File: src/hw/sccd_pkg.sv
// Package: register map, field layouts and constants of the slow clock and divider control
package sccd_pkg;

    // Register byte addresses (low byte is decoded)
    localparam logic [31:0] SCCD_SLOW_OFS  = 32'h4C00_0010;
    localparam logic [31:0] SCCD_RATIO_OFS = 32'h4C00_0014;
    localparam logic [31:0] SCCD_CAM_OFS   = 32'h4C00_0018;
    localparam logic [31:0] SCCD_STAT_OFS  = 32'h4C00_001C;
    localparam int          SCCD_DEC_MSB   = 7;

    // Field positions
    localparam int SCCD_USB_GATE_POS  = 7;
    localparam int SCCD_MPLL_PD_POS   = 5;
    localparam int SCCD_SLOW_SEL_POS  = 4;
    localparam int SCCD_SLOW_DIV_LSB  = 0;
    localparam int SCCD_USB_HALVE_POS = 3;
    localparam int SCCD_BUS_RATIO_LSB = 1;
    localparam int SCCD_PER_RATIO_POS = 0;
    localparam int SCCD_CORE_BUS_POS  = 12;
    localparam int SCCD_QUART_HV_POS  = 9;
    localparam int SCCD_THIRD_HV_POS  = 8;
    localparam int SCCD_CAM_SEL_POS   = 4;
    localparam int SCCD_CAM_DIV_LSB   = 0;
    localparam int SCCD_ST_LOCK_POS   = 0;
    localparam int SCCD_ST_SLOW_POS   = 1;
    localparam int SCCD_ST_MOFF_POS   = 2;
    localparam int SCCD_ST_CPUBUS_POS = 3;

    // Reset values
    localparam logic [2:0] SCCD_SLOW_DIV_RST = 3'h4;

    // Bus ratio codes and the divide factors they give
    localparam logic [1:0] SCCD_BUS_DIV1 = 2'h0;
    localparam logic [1:0] SCCD_BUS_DIV2 = 2'h1;
    localparam logic [1:0] SCCD_BUS_DIV4 = 2'h2;
    localparam logic [1:0] SCCD_BUS_DIV3 = 2'h3;
    localparam logic [3:0] SCCD_F1 = 4'h1;
    localparam logic [3:0] SCCD_F2 = 4'h2;
    localparam logic [3:0] SCCD_F3 = 4'h3;
    localparam logic [3:0] SCCD_F4 = 4'h4;
    localparam logic [3:0] SCCD_F6 = 4'h6;
    localparam logic [3:0] SCCD_F8 = 4'h8;

    // AHB-Lite
    localparam int          SCCD_HTRANS_ACT = 1;
    localparam logic [31:0] SCCD_ZERO_WORD  = 32'h0000_0000;

    typedef struct packed {
        logic       usb_clock_gate_bit;
        logic       main_pll_power_down;
        logic       slow_mode_select;
        logic [2:0] slow_divider_value;
    } sccd_slow_type;

    typedef struct packed {
        logic       usb_clock_halve;
        logic [1:0] bus_clock_ratio;
        logic       peripheral_clock_ratio;
    } sccd_ratio_type;

    typedef struct packed {
        logic       core_on_bus_clock;
        logic       quarter_ratio_halve;
        logic       third_ratio_halve;
        logic       camera_clock_divide_select;
        logic [3:0] camera_clock_divisor;
    } sccd_cam_type;

    // Source clock edges, one-cycle enable pulses
    typedef struct packed {
        logic main_pll;
        logic usb_pll;
        logic input_clk;
    } sccd_src_type;

    // Derived clock edges, one-cycle enable pulses
    typedef struct packed {
        logic core_clock;
        logic cpu_clock;
        logic system_bus_clock;
        logic peripheral_bus_clock;
        logic usb_clock;
        logic camera_clock;
    } sccd_clk_type;

    typedef enum logic [1:0] {
        SCCD_USB_OFF  = 2'b00,
        SCCD_USB_LOCK = 2'b01,
        SCCD_USB_RUN  = 2'b11
    } sccd_usb_state_type;

endpackage

File: src/hw/sccd_clock_control.sv
// Slow clock, bus ratio, USB and camera clock divider control with AHB-Lite registers
//
// The AHB-Lite slave port was chosen for this implementation.
`timescale 1ns/100ps
`default_nettype none

// What this block does
// - USB gate bit low: power, lock-wait, enable usb_clock
// - Main PLL off only with power-down and slow
// - Slow select low: core clock follows main PLL
// - Slow core clock: input over twice divider value, undivided at zero
// - Slow source is the crystal or external input
// - Halve bit halves usb_clock from USB PLL
// - Bus ratio codes give divide 1, 2, 4/8
// - Bus ratio code three gives divide 3/6
// - Peripheral clock is bus clock or half
// - Core clocked by core or bus clock
// - Camera clock is USB PLL or divided
// - Camera divide is twice (divisor plus one)
// - USB lock wait timed by lock count value
module sccd_clock_control (
    input  wire logic                  sys_clk_i,
    input  wire logic                  srst_i,
    input  wire logic                  hsel_i,
    input  wire logic [31:0]           haddr_i,
    input  wire logic [1:0]            htrans_i,
    input  wire logic                  hwrite_i,
    input  wire logic [2:0]            hsize_i,
    input  wire logic [31:0]           hwdata_i,
    input  wire logic                  hready_i,
    output logic [31:0]                hrdata_o,
    output logic                       hreadyout_o,
    output logic                       hresp_o,
    input  wire sccd_pkg::sccd_src_type src_tick_i,
    input  wire logic [15:0]           usb_pll_lock_count_i,
    output sccd_pkg::sccd_clk_type     clk_en_o,
    output logic                       main_pll_power_down_o,
    output logic                       usb_pll_power_down_o
);
    import sccd_pkg::*;

    sccd_slow_type      slow_q, slow_d;
    sccd_ratio_type     ratio_q, ratio_d;
    sccd_cam_type       cam_q, cam_d;
    logic               dp_wr_q, dp_wr_d;
    logic [7:0]         dp_addr_q, dp_addr_d;
    logic [31:0]        rdata_q, rdata_d;
    logic               slow_act_q, slow_act_d;
    logic [3:0]         slow_cnt_q, slow_cnt_d;
    logic [3:0]         bus_cnt_q, bus_cnt_d;
    logic               per_cnt_q, per_cnt_d;
    logic               cpu_bus_q, cpu_bus_d;
    sccd_usb_state_type usb_st_q, usb_st_d;
    logic [15:0]        lock_cnt_q, lock_cnt_d;
    logic               usb_cnt_q, usb_cnt_d;
    logic [4:0]         cam_cnt_q, cam_cnt_d;
    sccd_clk_type       clk_q, clk_d;
    logic               core_tick;
    logic               bus_tick;
    logic               per_tick;
    logic               usb_tick;
    logic               cam_tick;
    logic               upll_ok;
    logic               ap_valid;
    logic [31:0]        status_word;

    // Bus divide factor for the current ratio code and halving bits
    function automatic logic [3:0] bus_factor(input sccd_ratio_type r, input sccd_cam_type c);
        logic [3:0] f;
        f = SCCD_F1;
        unique case (r.bus_clock_ratio)
            SCCD_BUS_DIV1: f = SCCD_F1;
            SCCD_BUS_DIV2: f = SCCD_F2;
            SCCD_BUS_DIV4: f = c.quarter_ratio_halve ? SCCD_F8 : SCCD_F4;
            SCCD_BUS_DIV3: f = c.third_ratio_halve ? SCCD_F6 : SCCD_F3;
        endcase
        return f;
    endfunction

    // Register word packing, reserved bits read zero
    function automatic logic [31:0] read_word(input logic [7:0] a, input sccd_slow_type s,
                                              input sccd_ratio_type r, input sccd_cam_type c,
                                              input logic [31:0] st);
        logic [31:0] w;
        w = SCCD_ZERO_WORD;
        if (a == SCCD_SLOW_OFS[SCCD_DEC_MSB:0]) begin
            w[SCCD_USB_GATE_POS]                    = s.usb_clock_gate_bit;
            w[SCCD_MPLL_PD_POS]                     = s.main_pll_power_down;
            w[SCCD_SLOW_SEL_POS]                    = s.slow_mode_select;
            w[SCCD_SLOW_DIV_LSB+:3]                 = s.slow_divider_value;
        end else if (a == SCCD_RATIO_OFS[SCCD_DEC_MSB:0]) begin
            w[SCCD_USB_HALVE_POS]                   = r.usb_clock_halve;
            w[SCCD_BUS_RATIO_LSB+:2]                = r.bus_clock_ratio;
            w[SCCD_PER_RATIO_POS]                   = r.peripheral_clock_ratio;
        end else if (a == SCCD_CAM_OFS[SCCD_DEC_MSB:0]) begin
            w[SCCD_CORE_BUS_POS]                    = c.core_on_bus_clock;
            w[SCCD_QUART_HV_POS]                    = c.quarter_ratio_halve;
            w[SCCD_THIRD_HV_POS]                    = c.third_ratio_halve;
            w[SCCD_CAM_SEL_POS]                     = c.camera_clock_divide_select;
            w[SCCD_CAM_DIV_LSB+:4]                  = c.camera_clock_divisor;
        end else if (a == SCCD_STAT_OFS[SCCD_DEC_MSB:0]) begin
            w = st;
        end
        return w;
    endfunction

    // Address phase qualifier and fixed responses; no wait states keeps the
    // bus side simple at the cost of a combinational read path into rdata_q
    assign ap_valid    = hsel_i && hready_i && htrans_i[SCCD_HTRANS_ACT];
    assign hreadyout_o = 1'b1;  // Zero wait states, every access completes at once
    assign hresp_o     = 1'b0;  // Always OKAY, unmapped reads give zero
    assign hrdata_o    = rdata_q;

    // Live status of the generator, readable by software
    always_comb begin
        status_word                     = SCCD_ZERO_WORD;
        status_word[SCCD_ST_LOCK_POS]   = (usb_st_q == SCCD_USB_RUN);
        status_word[SCCD_ST_SLOW_POS]   = slow_act_q;
        status_word[SCCD_ST_MOFF_POS]   = main_pll_power_down_o;
        status_word[SCCD_ST_CPUBUS_POS] = cpu_bus_q;
    end

    // Bus slave: writes land in the data phase; reads are taken from the next-state
    // values so a read right behind a write to the same register sees the new data
    always_comb begin
        slow_d    = slow_q;
        ratio_d   = ratio_q;
        cam_d     = cam_q;
        dp_wr_d   = ap_valid && hwrite_i;
        dp_addr_d = haddr_i[SCCD_DEC_MSB:0];
        rdata_d   = rdata_q;
        if (dp_wr_q) begin
            if (dp_addr_q == SCCD_SLOW_OFS[SCCD_DEC_MSB:0]) begin
                slow_d.usb_clock_gate_bit  = hwdata_i[SCCD_USB_GATE_POS];
                slow_d.main_pll_power_down = hwdata_i[SCCD_MPLL_PD_POS];
                slow_d.slow_mode_select    = hwdata_i[SCCD_SLOW_SEL_POS];
                slow_d.slow_divider_value  = hwdata_i[SCCD_SLOW_DIV_LSB+:3];
            end
            if (dp_addr_q == SCCD_RATIO_OFS[SCCD_DEC_MSB:0]) begin
                ratio_d.usb_clock_halve        = hwdata_i[SCCD_USB_HALVE_POS];
                ratio_d.bus_clock_ratio        = hwdata_i[SCCD_BUS_RATIO_LSB+:2];
                ratio_d.peripheral_clock_ratio = hwdata_i[SCCD_PER_RATIO_POS];
            end
            if (dp_addr_q == SCCD_CAM_OFS[SCCD_DEC_MSB:0]) begin
                cam_d.core_on_bus_clock          = hwdata_i[SCCD_CORE_BUS_POS];
                cam_d.quarter_ratio_halve        = hwdata_i[SCCD_QUART_HV_POS];
                cam_d.third_ratio_halve          = hwdata_i[SCCD_THIRD_HV_POS];
                cam_d.camera_clock_divide_select = hwdata_i[SCCD_CAM_SEL_POS];
                cam_d.camera_clock_divisor       = hwdata_i[SCCD_CAM_DIV_LSB+:4];
            end
        end
        if (ap_valid && !hwrite_i) begin
            rdata_d = read_word(haddr_i[SCCD_DEC_MSB:0], slow_d, ratio_d, cam_d, status_word);
        end
    end

    // Register and data-phase flops; only the slow divider field resets
    // to a nonzero value, so the first slow entry divides by eight
    always_ff @(posedge sys_clk_i) begin
        if (srst_i) begin
            slow_q    <= '{1'b0, 1'b0, 1'b0, SCCD_SLOW_DIV_RST};
            ratio_q   <= '0;
            cam_q     <= '0;
            dp_wr_q   <= 1'b0;
            dp_addr_q <= '0;
            rdata_q   <= SCCD_ZERO_WORD;
        end else begin
            slow_q    <= slow_d;
            ratio_q   <= ratio_d;
            cam_q     <= cam_d;
            dp_wr_q   <= dp_wr_d;
            dp_addr_q <= dp_addr_d;
            rdata_q   <= rdata_d;
        end
    end

    // Core clock source; a new selection or divider only takes over at the end of the
    // running core period, so no pulse is ever cut short on a switch
    assign core_tick = slow_act_q ? (src_tick_i.input_clk && (slow_cnt_q == 4'h0))
                                  : src_tick_i.main_pll;
    always_comb begin
        slow_act_d = slow_act_q;
        slow_cnt_d = slow_cnt_q;
        if (core_tick) begin
            slow_act_d = slow_q.slow_mode_select;
            slow_cnt_d = (slow_q.slow_divider_value == 3'h0) ? 4'h0 :
                         {slow_q.slow_divider_value, 1'b0} - 4'h1;
        end else if (slow_act_q && src_tick_i.input_clk) begin
            slow_cnt_d = slow_cnt_q - 4'h1;
        end
    end

    // Main PLL powers down only while the core already runs from the slow source
    assign main_pll_power_down_o = slow_q.main_pll_power_down && slow_act_q;

    // System bus, peripheral bus and processor clock edges, reloaded at boundaries
    assign bus_tick = core_tick && (bus_cnt_q == 4'h0);
    assign per_tick = bus_tick && !per_cnt_q;
    always_comb begin
        bus_cnt_d = bus_cnt_q;
        per_cnt_d = per_cnt_q;
        cpu_bus_d = cpu_bus_q;
        if (core_tick) begin
            bus_cnt_d = (bus_cnt_q == 4'h0) ? bus_factor(ratio_q, cam_q) - 4'h1
                                            : bus_cnt_q - 4'h1;
        end
        if (bus_tick) begin
            per_cnt_d = per_cnt_q ? 1'b0 : ratio_q.peripheral_clock_ratio;
            cpu_bus_d = cam_q.core_on_bus_clock;
        end
    end

    // USB PLL power and lock wait; the wait counts input clock edges
    always_comb begin
        usb_st_d   = usb_st_q;
        lock_cnt_d = lock_cnt_q;
        unique case (usb_st_q)
            SCCD_USB_OFF: begin
                if (!slow_q.usb_clock_gate_bit) begin
                    usb_st_d   = SCCD_USB_LOCK;
                    lock_cnt_d = usb_pll_lock_count_i;
                end
            end
            SCCD_USB_LOCK: begin
                if (slow_q.usb_clock_gate_bit) begin
                    usb_st_d = SCCD_USB_OFF;
                end else if (lock_cnt_q == 16'h0000) begin
                    usb_st_d = SCCD_USB_RUN;
                end else if (src_tick_i.input_clk) begin
                    lock_cnt_d = lock_cnt_q - 16'h0001;
                end
            end
            SCCD_USB_RUN: begin
                if (slow_q.usb_clock_gate_bit) begin
                    usb_st_d = SCCD_USB_OFF;
                end
            end
        endcase
    end

    // USB PLL power follows the state register; pulses only in the run state
    assign usb_pll_power_down_o = (usb_st_q == SCCD_USB_OFF);
    assign upll_ok              = (usb_st_q == SCCD_USB_RUN) && src_tick_i.usb_pll;

    // USB and camera clocks from the USB PLL, held off until it has locked
    assign usb_tick = upll_ok && !usb_cnt_q;
    assign cam_tick = upll_ok && (cam_cnt_q == 5'h00);
    always_comb begin
        usb_cnt_d = usb_cnt_q;
        cam_cnt_d = cam_cnt_q;
        if (upll_ok) begin
            usb_cnt_d = usb_cnt_q ? 1'b0 : ratio_q.usb_clock_halve;
            if (cam_cnt_q != 5'h00) begin
                cam_cnt_d = cam_cnt_q - 5'h01;
            end else if (cam_q.camera_clock_divide_select) begin
                cam_cnt_d = {cam_q.camera_clock_divisor, 1'b1};
            end
        end
    end

    // Registered clock enables, one cycle behind their source edges
    always_comb begin
        clk_d.core_clock           = core_tick;
        clk_d.cpu_clock            = cpu_bus_q ? bus_tick : core_tick;
        clk_d.system_bus_clock     = bus_tick;
        clk_d.peripheral_bus_clock = per_tick;
        clk_d.usb_clock            = usb_tick;
        clk_d.camera_clock         = cam_tick;
    end

    assign clk_en_o = clk_q;

    // Divider, lock and enable flops; enables leave from flops so that
    // downstream gates never see a combinational glitch
    always_ff @(posedge sys_clk_i) begin
        if (srst_i) begin
            slow_act_q <= 1'b0;
            slow_cnt_q <= 4'h0;
            bus_cnt_q  <= 4'h0;
            per_cnt_q  <= 1'b0;
            cpu_bus_q  <= 1'b0;
            usb_st_q   <= SCCD_USB_OFF;
            lock_cnt_q <= 16'h0000;
            usb_cnt_q  <= 1'b0;
            cam_cnt_q  <= 5'h00;
            clk_q      <= '0;
        end else begin
            slow_act_q <= slow_act_d;
            slow_cnt_q <= slow_cnt_d;
            bus_cnt_q  <= bus_cnt_d;
            per_cnt_q  <= per_cnt_d;
            cpu_bus_q  <= cpu_bus_d;
            usb_st_q   <= usb_st_d;
            lock_cnt_q <= lock_cnt_d;
            usb_cnt_q  <= usb_cnt_d;
            cam_cnt_q  <= cam_cnt_d;
            clk_q      <= clk_d;
        end
    end

endmodule

`default_nettype wire

File: config.mk
export PLATFORM = sky130hd
export DESIGN_NAME = sccd_clock_control
export DESIGN_NICKNAME = d
export VERILOG_FILES = /design/src/hw/sccd_pkg.sv /design/src/hw/sccd_clock_control.sv
export SDC_FILE = /design/constraint.sdc
export NUM_CORES = 1
export LEC_CHECK = 0
export ABC_AREA = 1
export BUFFER_PORTS_ARGS = -buffer_cell sky130_fd_sc_hd__buf_2
export CAP_MARGIN = 20
export CORE_ASPECT_RATIO = 0.5
export CORE_MARGIN = 1.5
export CORE_UTILIZATION = 48
export CTS_CLUSTER_DIAMETER = 30
export CTS_CLUSTER_SIZE = 40
export DETAILED_ROUTE_END_ITERATION = 10
export GPL_ROUTABILITY_DRIVEN = 0
export PLACE_DENSITY = 0.83
export REMOVE_ABC_BUFFERS = 1
export SYNTH_ARGS = -nofsm -noshare
export SYNTH_HDL_FRONTEND = slang
export SYNTH_SLANG_ARGS = --single-unit
File: constraint.sdc
create_clock -name sys_clk_i -period 4.4 [get_ports sys_clk_i]
set_input_delay 0.66 -clock sys_clk_i [delete_from_list [all_inputs] [get_ports sys_clk_i]]
set_output_delay 0.66 -clock sys_clk_i [all_outputs]
set_load 0.03 [all_outputs]
==> Yosys cells after proc, flatten, opt, wreduce, memory -nomap -nowiden <==
Cells that the tools add are included.
Widths: inputs -> output; s select.
{ "word_totals": {"ff_bits": 100, "inputBits": 93, "output_inout_bits": 42, "word_cells": 127} }
{ "op_classes": {"n_addsub": 6, "n_eq_ne": 18, "mux": 44, "reduce_logical": 29} }
{ "op_table": {"columns": ["cell", "n"], "rows": [
  ["$mux 16", 4],
  ["$eq 8x5->1 const B", 7],
  ["$mux 4", 10],
  ["$pmux 16 s2", 1],
  ["$mux 24", 1],
  ["$logic_not 16->1", 1],
  ["$mux 8", 2],
  ["$pmux 4 s4", 1],
  ["$sub 16x1->16 const B", 1],
  ["$sub 4x1->4 const B", 4],
  ["$mux 5", 3],
  ["$mux 2", 7],
  ["$logic_and 1x1->1", 12],
  ["$mux 6", 2],
  ["$ne 2x2->1 const B", 5],
  ["$mux 3", 3],
  ["$mux 9", 1],
  ["$logic_not 4->1", 2],
  ["$mux 1", 8],
  ["$eq 2x2->1 const B", 3],
  ["$pmux 2 s3", 1],
  ["$reduce_bool 2->1", 3],
  ["$logic_not 5->1", 1],
  ["$reduce_and 5->1", 1],
  ["other kinds (9)", 13]
]} }

==> Longest topological paths before layout <==
Gate-level depths: netlist of run 1.
{ "depth": {"ltp_word": 6, "depth_mapped": 10, "ltp_nobuf": 10} }

==> Worst setup path after synthesis of run 1 <==
OpenSTA, ideal clock, no wires.
{ "synth_timing": {"path_type": "in2reg", "start": "input port haddr_i[5]", "end": "register rdata_q[4], in the netlist hrdata_o[4]", "setup_ps": 57, "arrival_time_ps": 1519, "required_ps": 4343, "path_slack_ps": 2824, "stages": 9, "path_buffers": 0, "path_cell_list": "inv_2 -> nand2_1 -> nor3_4 -> nand2_1 -> nor2_1 -> o211ai_1 -> nand3_1 -> nand2_1 -> inv_1"} }
{ "synth_via": {"elab_chain_cells": 4, "elab_cells_between_ends": 6, "classes_between": "eq/ne: 3; mux: 3"} }
{ "synth_lines": {"columns": ["element", "line", "text"], "rows": [
  ["start, declared", "sccd_clock_control.sv:25", "input wire logic [31:0] haddr_i,"],
  ["$eq 8x5->1", "sccd_clock_control.sv:95", "end else if (a == SCCD_CAM_OFS[SCCD_DEC_MSB:0]) begin"],
  ["$mux 5", "sccd_clock_control.sv:95", null],
  ["$mux 9", "sccd_clock_control.sv:91", "end else if (a == SCCD_RATIO_OFS[SCCD_DEC_MSB:0]) begin"],
  ["$mux 2 *", "sccd_clock_control.sv:86", "if (a == SCCD_SLOW_OFS[SCCD_DEC_MSB:0]) begin"],
  ["end signal, assigned", "sccd_clock_control.sv:173", "rdata_q <= rdata_d;"],
  ["end, declared", "sccd_clock_control.sv:47", "logic [31:0] rdata_q, rdata_d;"]
]} }
Every way passes the cells marked *; elsewhere a longest branch is shown, timed or not.
A chain may end at the register's enable or synchronous reset.

==> Worst setup path in the final report of run 1 <==
{ "layout_timing": {"start": "register lock_cnt_q[0]", "end": "register lock_cnt_q[8]"} }
{ "layout_via": {"elab_chain_cells": 5, "elab_cells_between_ends": 8, "classes_between": "add/sub: 1; eq/ne: 1; mux: 4; reduce/logical: 2"} }
{ "layout_lines": {"columns": ["element", "line", "text"], "rows": [
  ["start, declared", "sccd_clock_control.sv:54", "logic [15:0] lock_cnt_q, lock_cnt_d;"],
  ["start signal, assigned", "sccd_clock_control.sv:294", "lock_cnt_q <= lock_cnt_d;"],
  ["$sub 16x1->16", "sccd_clock_control.sv:230", "lock_cnt_d = lock_cnt_q - 16'h0001;"],
  ["$mux 16", "sccd_clock_control.sv:229", "end else if (src_tick_i.input_clk) begin"],
  ["$mux 16", "sccd_clock_control.sv:227", "end else if (lock_cnt_q == 16'h0000) begin"],
  ["$mux 16", "sccd_clock_control.sv:225", "if (slow_q.usb_clock_gate_bit) begin"],
  ["$pmux 16 s2", "sccd_clock_control.sv:217", "unique case (usb_st_q)"]
]} }
Parallel ways exist; a longest one is shown, timed or not. The select of a mux whose other input is x is not followed.

==> results.yml, run 1 <==
clock_tree:
  cts.htree.levels: 3
  cts.clk_slew.worst_paths_ns: 0.06
  cts.hold.buffers_added: 0
  cts_buffers: 9
  cts_num_sinks: 78
  insertion_delay_to_the_later_sink_of_the_worst_skew_pair_ns: 0.33
  tritoncts: "done"
  cts_repair_resize_count: 0
  cts.root.buffer_cell: "sky130_fd_sc_hd__clkbuf_16"
  post_cts_buffers: 0
  max-clock-path-buffers: 2
synth:
  synth_enable_flop_cells: 0
  synth.top_cell.area_share_pct: 36.2
  ys_warn_count: 0
  synth_cell_types: 40
  yosys.area.top_type: "sky130_fd_sc_hd__dfxtp_1"
  synthesis.instances: 657
  number_of_register_bits_inferred_by_synthesis: 78
  synth_top_flop_cell: "sky130_fd_sc_hd__dfxtp_1"
  syn_area_per_cell_um2: 6.57
  synth.cell_area_um2: 4320
  seq_area_frac_synth_pct: 36.2
  most_area_consuming_cells_after_synthesis: "sky130_fd_sc_hd__dfxtp_1, sky130_fd_sc_hd__nand2_1, sky130_fd_sc_hd__nor2_1, sky130_fd_sc_hd__inv_1, sky130_fd_sc_hd__nand3_1"
  synthArstFlopShare_pct: 0
placement:
  dp.cells: 818
  place.port_buffers: 60
  dpl.hpwl_um: 7070
floorplan:
  floorplan.die.width_um: 137
  die_area_um2: 9610
  boundaryPins: 135
  core.rowCount: 24
  fp.coreArea_um2: 8710
  die_h_um: 70.1
  start_util_pct: 49.6
setup_path:
  crit_path_cell_trace: "inv_1 > ha_1 > nand2_1 > nor2_2 > nand3_2 > nand4_4 > o21ai_0 > nor2_1"
  start_kind: "register"
  cell_with_the_largest_stage_delay_on_the_worst_path: "sky130_fd_sc_hd__dfxtp_1"
  cpPeakStageDelay_ns: 0.36
  cp-end-kind: "register"
  worst_setup_path_type: "reg2reg"
  worst-endpoint-arrival_ns: 2.12
  critical_path.max_fanout: 32
  cp_top_family: "simple AND/OR/NAND/NOR gates"
  critPathBufInv: 1
  cp_data_required_time_ns: 4.62
power_and_ir_drop:
  p_per_area_nw_per_um2: 359
  power.ir.vdd_worst_v: 0.000187
  power.leakage_nw: 2.40
sta:
  period_share_pct: 43.2
  totalNegativeSetupSlack_ns: 0
  rsz0062_at_grt: "no"
  max_slew_margin_pct: 63.3
  max_freq_ghz: 0.526
  final.setup_skew_ns: 0.00565
  number_of_setup_violations_in_the_final_report: 0
  report.final.hold_viol_count: 0
  slew_violations: 0
  period_needed_ns: 1.90
  worst_margin_slew_ns: 0.549
detailed_routing:
  post_drt_wl_per_cell_um: 11.5
  via_per_inst: 4.88
  route.vias.total: 4074
  drt_iter0_markers: 333
  antenna_violating_nets_left: 0
  first_pass_iters: 4
  drc: 0
  total_routed_wirelength_um: 9630
global_routing:
  grt_pass1_vias: 3649
  grt_util_all_layers_pct: 21.3
  grt_pass1_wl_um: 16200
  overflow: 0
  pin_count_of_the_biggest_net_entering_global_routing: 43
  antenna_found_initial: 0
final_layout:
  sequential_cell_area_um2: 1560
  multi_input_logic_area_um2: 2230
  final.fill_count: 855
  post-route-util_pct: 56.0
  post_route_insts_no_fill: 834
  final_layout_size_suffix_gt1_share_pct: 14.6
  insertedDiodeCount: 0
  area_growth_syn_to_layout_pct: 12.9
  design.final.nets: 812
min_path:
  min_path_type: "reg2reg"
flow_run:
  maxCapViolCount: 0
status:
  run_status: "finished, final reports clean"
[through the flow]
stage	hold slack, ns	instance area, um2	setup slack (ns)	power (mW)
after floorplan	0.412	4130	2.79	0.981
after global placement	0.428	4590	2.36	1.05
after detailed placement	0.436	4590	2.34	1.06
after CTS	0.445	4880	2.51	1.76
after global routing	0.487	4880	2.34	1.85
final	0.446	4880	2.50	1.75
[state kept, by name, indices dropped and copies added (netlist names), 2 cells and up]
register,count
clk_en_o,6
ratio_q,4
slow_q,6
lock_cnt_q,16
bus_cnt_q,4
cam_q,8
slow_cnt_q,4
dp_addr_q,8
hrdata_o,10
cam_cnt_q,5
usb_st_q,2
[metal layers]
metal / wire (um) / vias to the layer above / part of all wire, % / global-route usage (%)
met5: 0 / - / 0 / 0
met4: 140 / 0 / 1.5 / 4.68
met3: 652 / 14 / 6.8 / 7.04
met2: 4450 / 133 / 46 / 35.8
met1: 4380 / 1800 / 46 / 26.5
li1: - / 2127 / - / -
[final cells by class]
cell class,count,area share [%]
flip-flops and latches,78,32.0
multi-input cells,470,45.7
clock buffers,12,5.26
well taps,117,3.00
repair buffers,62,6.46
clock inverters,4,0.616
inverters,91,7.00
[synth_stat cells, types with 4 or more instances]
master,count
sky130_fd_sc_hd__buf_2,4
sky130_fd_sc_hd__inv_1,85
sky130_fd_sc_hd__nor3_1,7
sky130_fd_sc_hd__a21oi_1,34
sky130_fd_sc_hd__o211ai_1,7
sky130_fd_sc_hd__ha_1,7
sky130_fd_sc_hd__nand2_1,165
sky130_fd_sc_hd__o21ai_0,23
sky130_fd_sc_hd__nand3_1,53
sky130_fd_sc_hd__a211oi_2,5
sky130_fd_sc_hd__a31oi_1,5
sky130_fd_sc_hd__inv_2,5
sky130_fd_sc_hd__nor2_2,4
sky130_fd_sc_hd__nor2_1,106
sky130_fd_sc_hd__buf_4,25
sky130_fd_sc_hd__dfxtp_1,78
sky130_fd_sc_hd__clkbuf_1,5
[power breakdown]
| part | internal, mW | switching [mW] |
|---|---|---|
| Combinational | 0.0896 | 0.195 |
| Sequential | 0.738 | 0.0243 |
| Clock | 0.415 | 0.290 |
[cells in the final DEF (no fill, tap or decap), drive strengths merged, types with 4 or more instances in the layout]
| cell | netlist | final |
|---|---|---|
| a211oi | 5 | 5 |
| a21oi | 34 | 34 |
| a31oi | 5 | 5 |
| buf | 35 | 62 |
| clkbuf | 5 | 12 |
| conb | 2 | 24 |
| dfxtp | 78 | 78 |
| ha | 7 | 7 |
| inv | 90 | 91 |
| nand2 | 170 | 170 |
| nand3 | 55 | 55 |
| nand4 | 4 | 4 |
| nor2 | 111 | 111 |
| nor3 | 8 | 8 |
| o211ai | 7 | 7 |
| o21ai | 26 | 26 |
[worst paths after layout]
kind | from | end | slack [ns] | cells after the start
hold reg to reg | per_cnt_q$_SDFFE_PP0P_ | clk_en_o[2]$_SDFF_PP0_ | 0.45 | 1
hold / removal | per_cnt_q$_SDFFE_PP0P_ | clk_en_o[2]$_SDFF_PP0_ | 0.45 | 1
setup reg to reg | lock_cnt_q[0]$_SDFFE_PP0P_ | lock_cnt_q[8]$_SDFFE_PP0P_ | 2.50 | 8
setup / recovery | lock_cnt_q[0]$_SDFFE_PP0P_ | lock_cnt_q[8]$_SDFFE_PP0P_ | 2.50 | 8
[logic make-up after synthesis]
family | count (synthesis) | synth area share [%]
other | 2 | 0.174
DFF | 78 | 36.2
adders and majority gates | 7 | 2.03
buffers and inverters | 131 | 14.2
and+or+nand+nor | 353 | 35.0
AOI/OAI and AO/OA | 81 | 11.4
xor gates and xnor gates | 5 | 1.01
Note: power is estimated with default switching activity, not from simulation.
==> inputs of run 2 (changes only) <==
--- a/config.mk
+++ b/config.mk
@@ -5,7 +5,7 @@
 export SDC_FILE = /design/constraint.sdc
 export NUM_CORES = 1
 export LEC_CHECK = 0
-export ABC_AREA = 1
+export ABC_AREA = 0
 export BUFFER_PORTS_ARGS = -buffer_cell sky130_fd_sc_hd__buf_2
 export CAP_MARGIN = 20
 export CORE_ASPECT_RATIO = 0.5
@@ -15,7 +15,7 @@
 export CTS_CLUSTER_SIZE = 40
 export DETAILED_ROUTE_END_ITERATION = 10
 export GPL_ROUTABILITY_DRIVEN = 0
-export PLACE_DENSITY = 0.83
+export PLACE_DENSITY = 0.84
 export REMOVE_ABC_BUFFERS = 1
 export SYNTH_ARGS = -nofsm -noshare
 export SYNTH_HDL_FRONTEND = slang
==> constraint.sdc (replaced) <==
create_clock -name sys_clk_i -period 1.9 [get_ports sys_clk_i]
set_input_delay 0.285 -clock sys_clk_i [delete_from_list [all_inputs] [get_ports sys_clk_i]]
set_output_delay 0.285 -clock sys_clk_i [all_outputs]
set_load 0.03 [all_outputs]
==> run 2 against run 1 <==
Against the previous run:
- the run now ends with negative setup slack left
- setup slack got worse by 2.6 ns
- flip-flop and latch count unchanged
- cell area rose by 1.3%
- largest power group unchanged
==> results.yml, run 2 <==
final_layout:
  design.final.nets: 666
  area_growth_syn_to_layout_pct: 27.6
  final_layout_size_suffix_gt1_share_pct: 28.4
  sequential_cell_area_um2: 1560
  multi_input_logic_area_um2: 2180
  number_of_flip_flops_in_the_largest_register: 16
  mostFrequentLayoutCell: "sky130_fd_sc_hd__dfxtp_1"
  max_flop_register: "lock_cnt_q"
  fin_area_um2: 4940
  final.fill_count: 618
  most_used_cells_in_the_layout_excluding_fill_and_tap_cells: "sky130_fd_sc_hd__dfxtp_1, sky130_fd_sc_hd__buf_2, sky130_fd_sc_hd__nor2_1"
  insertedDiodeCount: 0
synth:
  synth_top_flop_cell: "sky130_fd_sc_hd__dfxtp_1"
  synthArstFlopShare_pct: 0
  synth_xor_area_share_pct: 0
  yosys-mux-area-fraction_pct: 5.88
  syn_area_per_cell_um2: 8.18
  synth.top_cell.area_share_pct: 40.3
  ys_warn_count: 0
  synth.cell_area_um2: 3870
  synth_cell_types: 53
  post_synthesis_compound_gate_area_fraction_pct: 18.3
  synth_enable_flop_cells: 0
  yosys.area.top_type: "sky130_fd_sc_hd__dfxtp_1"
  seq_area_frac_synth_pct: 40.3
  most_area_consuming_cells_after_synthesis: "sky130_fd_sc_hd__dfxtp_1, sky130_fd_sc_hd__a21oi_1, sky130_fd_sc_hd__nor2_1, sky130_fd_sc_hd__buf_4, sky130_fd_sc_hd__nand2_1"
  synth_adder_area_share_pct: 2.26
  post-synth-top-count-cell: "sky130_fd_sc_hd__dfxtp_1"
  largest_family_of_logic_cells_by_synthesized_area: "simple AND/OR/NAND/NOR gates"
  number_of_register_bits_inferred_by_synthesis: 78
  synthesis.instances: 473
  yosys-top-cells-count: "sky130_fd_sc_hd__dfxtp_1, sky130_fd_sc_hd__nor2_1, sky130_fd_sc_hd__nand2_1"
  post_synth_and_or_nand_nor_area_fraction_pct: 24.2
floorplan:
  die_h_um: 66.5
  fp.coreArea_um2: 7570
  floorplan.die.width_um: 130
  boundaryPins: 135
  core.rowCount: 22
  die_area_um2: 8650
  start_util_pct: 51.1
power_and_ir_drop:
  switching_power_mw: 1.28
  pwr-share-comb_pct: 21.8
  power.leakage_nw: 2.13
  power_switching_share_pct: 28.8
  total_power_mw: 4.43
  p_per_area_nw_per_um2: 896
  power.ir.vdd_worst_v: 0.000514
  portion_of_total_power_attributed_to_sequential_cells_pct: 40.2
  p_int_mw: 3.15
  power.clock.fraction_pct: 38.1
setup_path:
  critPathBufInv: 2
  critical_path.max_fanout: 9
  cp_data_required_time_ns: 2.13
  start_kind: "register"
  cell_with_the_largest_stage_delay_on_the_worst_path: "sky130_fd_sc_hd__or4b_4"
  worst-r2r-setup-slack_ns: -0.12
  worstRegToRegCells: 8
  crit_cells: 8
  cpPeakStageDelay_ns: 0.49
  worst-endpoint-arrival_ns: 2.25
  crit_path_cell_trace: "inv_2 > ha_4 > or4b_4 > nor4_4 > a31o_1 > buf_6 > a211oi_2 > a211oi_1"
  worst_setup_path_type: "reg2reg"
  cp-end-kind: "register"
  cp_top_family: "simple AND/OR/NAND/NOR gates"
sta:
  report.final.hold_viol_count: 0
  slew_violations: 0
  number_of_setup_violations_in_the_final_report: 16
  rsz0062_at_grt: "yes"
  max_freq_ghz: 0.494
  setup_ws_ns: -0.123
  max_slew_margin_pct: 55.0
  period_needed_ns: 2.02
  worst_margin_slew_ns: 0.672
  period_share_pct: 106
  final.setup_skew_ns: 0.00603
clock_tree:
  cts.clk_slew.worst_paths_ns: 0.06
  cts.htree.levels: 3
  cts.hold.buffers_added: 0
  insertion_delay_to_the_later_sink_of_the_worst_skew_pair_ns: 0.34
  max-clock-path-buffers: 2
  cts_num_sinks: 78
  tritoncts: "done"
  cts.root.buffer_cell: "sky130_fd_sc_hd__clkbuf_16"
  cts_buffers: 9
detailed_routing:
  drc: 0
  route.vias.total: 3681
  post_drt_wl_per_cell_um: 14.3
  via_per_inst: 5.43
  antenna_violating_nets_left: 0
  drt_iter0_markers: 279
  first_pass_iters: 5
  total_routed_wirelength_um: 9670
global_routing:
  grt_pass1_wl_um: 15600
  overflow: 0
  grt_util_all_layers_pct: 23.3
  antenna_found_initial: 0
  grt_pass1_vias: 3389
  pin_count_of_the_biggest_net_entering_global_routing: 35
status:
  run_status: "complete, but fails checks"
  failing_checks: "negative setup slack"
min_path:
  holdPathStages: 2
  min_path_type: "in2reg"
placement:
  place.port_buffers: 60
  dpl.hpwl_um: 6500
  detailed_place.area_um2: 4440
flow_run:
  maxCapViolCount: 0
run 2: cell count changes in the layout (fill, tap and decap cells not counted), moves of 7 or more:
| cell | previous run | this run |
|---|---|---|
| sky130_fd_sc_hd__nor2_1 | 106 | 55 |
| sky130_fd_sc_hd__nor2b_1 | 0 | 16 |
| sky130_fd_sc_hd__o21ai_1 | 2 | 13 |
| sky130_fd_sc_hd__nand3_1 | 53 | 7 |
| sky130_fd_sc_hd__nand2b_1 | 0 | 7 |
| sky130_fd_sc_hd__buf_4 | 2 | 40 |
| sky130_fd_sc_hd__o211ai_1 | 7 | 0 |
| sky130_fd_sc_hd__nor3_1 | 7 | 20 |
| sky130_fd_sc_hd__nand2_1 | 165 | 40 |
| sky130_fd_sc_hd__mux2i_1 | 0 | 15 |
| sky130_fd_sc_hd__inv_1 | 85 | 14 |
| sky130_fd_sc_hd__a22o_1 | 0 | 7 |
run 2: routing by layer:
layer,up-vias,global-route usage (%),share of wire (%)
li1,1802,-,-
met1,1728,27.3,44
met2,137,42.2,50
met3,14,5.38,4.7
met4,0,7.92,1.1
met5,-,0,0
run 2: final timing paths:
path / endpoint / start
max: lock_cnt_q[1]$_SDFFE_PP0P_ / lock_cnt_q[0]$_SDFFE_PP0P_
min: dp_addr_q[4]$_SDFF_PP0_ / haddr_i[4]
max reg2reg: lock_cnt_q[1]$_SDFFE_PP0P_ / lock_cnt_q[0]$_SDFFE_PP0P_
min reg2reg: clk_en_o[2]$_SDFF_PP0_ / per_cnt_q$_SDFFE_PP0P_
run 2: layout make-up:
cell class / count / share of cell area [%]
multi-input cells: 353 / 44.2
inverters: 16 / 1.22
clock inverters: 6 / 1.29
repair buffers: 108 / 14.3
well taps: 108 / 2.73
flip-flops and latches: 78 / 31.7
clock buffers: 9 / 4.56
run 2: power by group through the flow:
stage	Sequential, mW	Clock [mW]	Combinational, mW
finish	1.78	1.68	0.963
floorplan	1.82	0	0.483
detailed placement	1.80	0	0.828
global placement	1.80	0	0.809
global route	1.79	1.79	1.05
CTS	1.77	1.71	0.902
run 2: timing repair:
action	4_1_cts	5_1_grt
buffers inserted	5	2
endpoints found under the setup margin	17	31
resized for setup	17	26
pin swaps	6	3
run 2: cells by family after synthesis:
family          Yosys count
simple gates            185
compound gates          115
flops                    78
buf+inv                  64
mux                      22
fa+ha+maj                 7
other cells               2
run 2: per-stage QoR:
stage	hold WS, ns	utilization (%)	std cells	TNS (ns)	worst slack (ns)
floorplan	0.352	-	447	-4.98	-0.344
global placement	0.423	58.7	656	-1.04	-0.111
detailed placement	0.428	58.7	656	-1.64	-0.161
CTS	0.163	63.9	676	-0.121	-0.0337
global route	0.166	65.3	678	-2.28	-0.222
finish	0.170	65.3	678	-0.839	-0.123
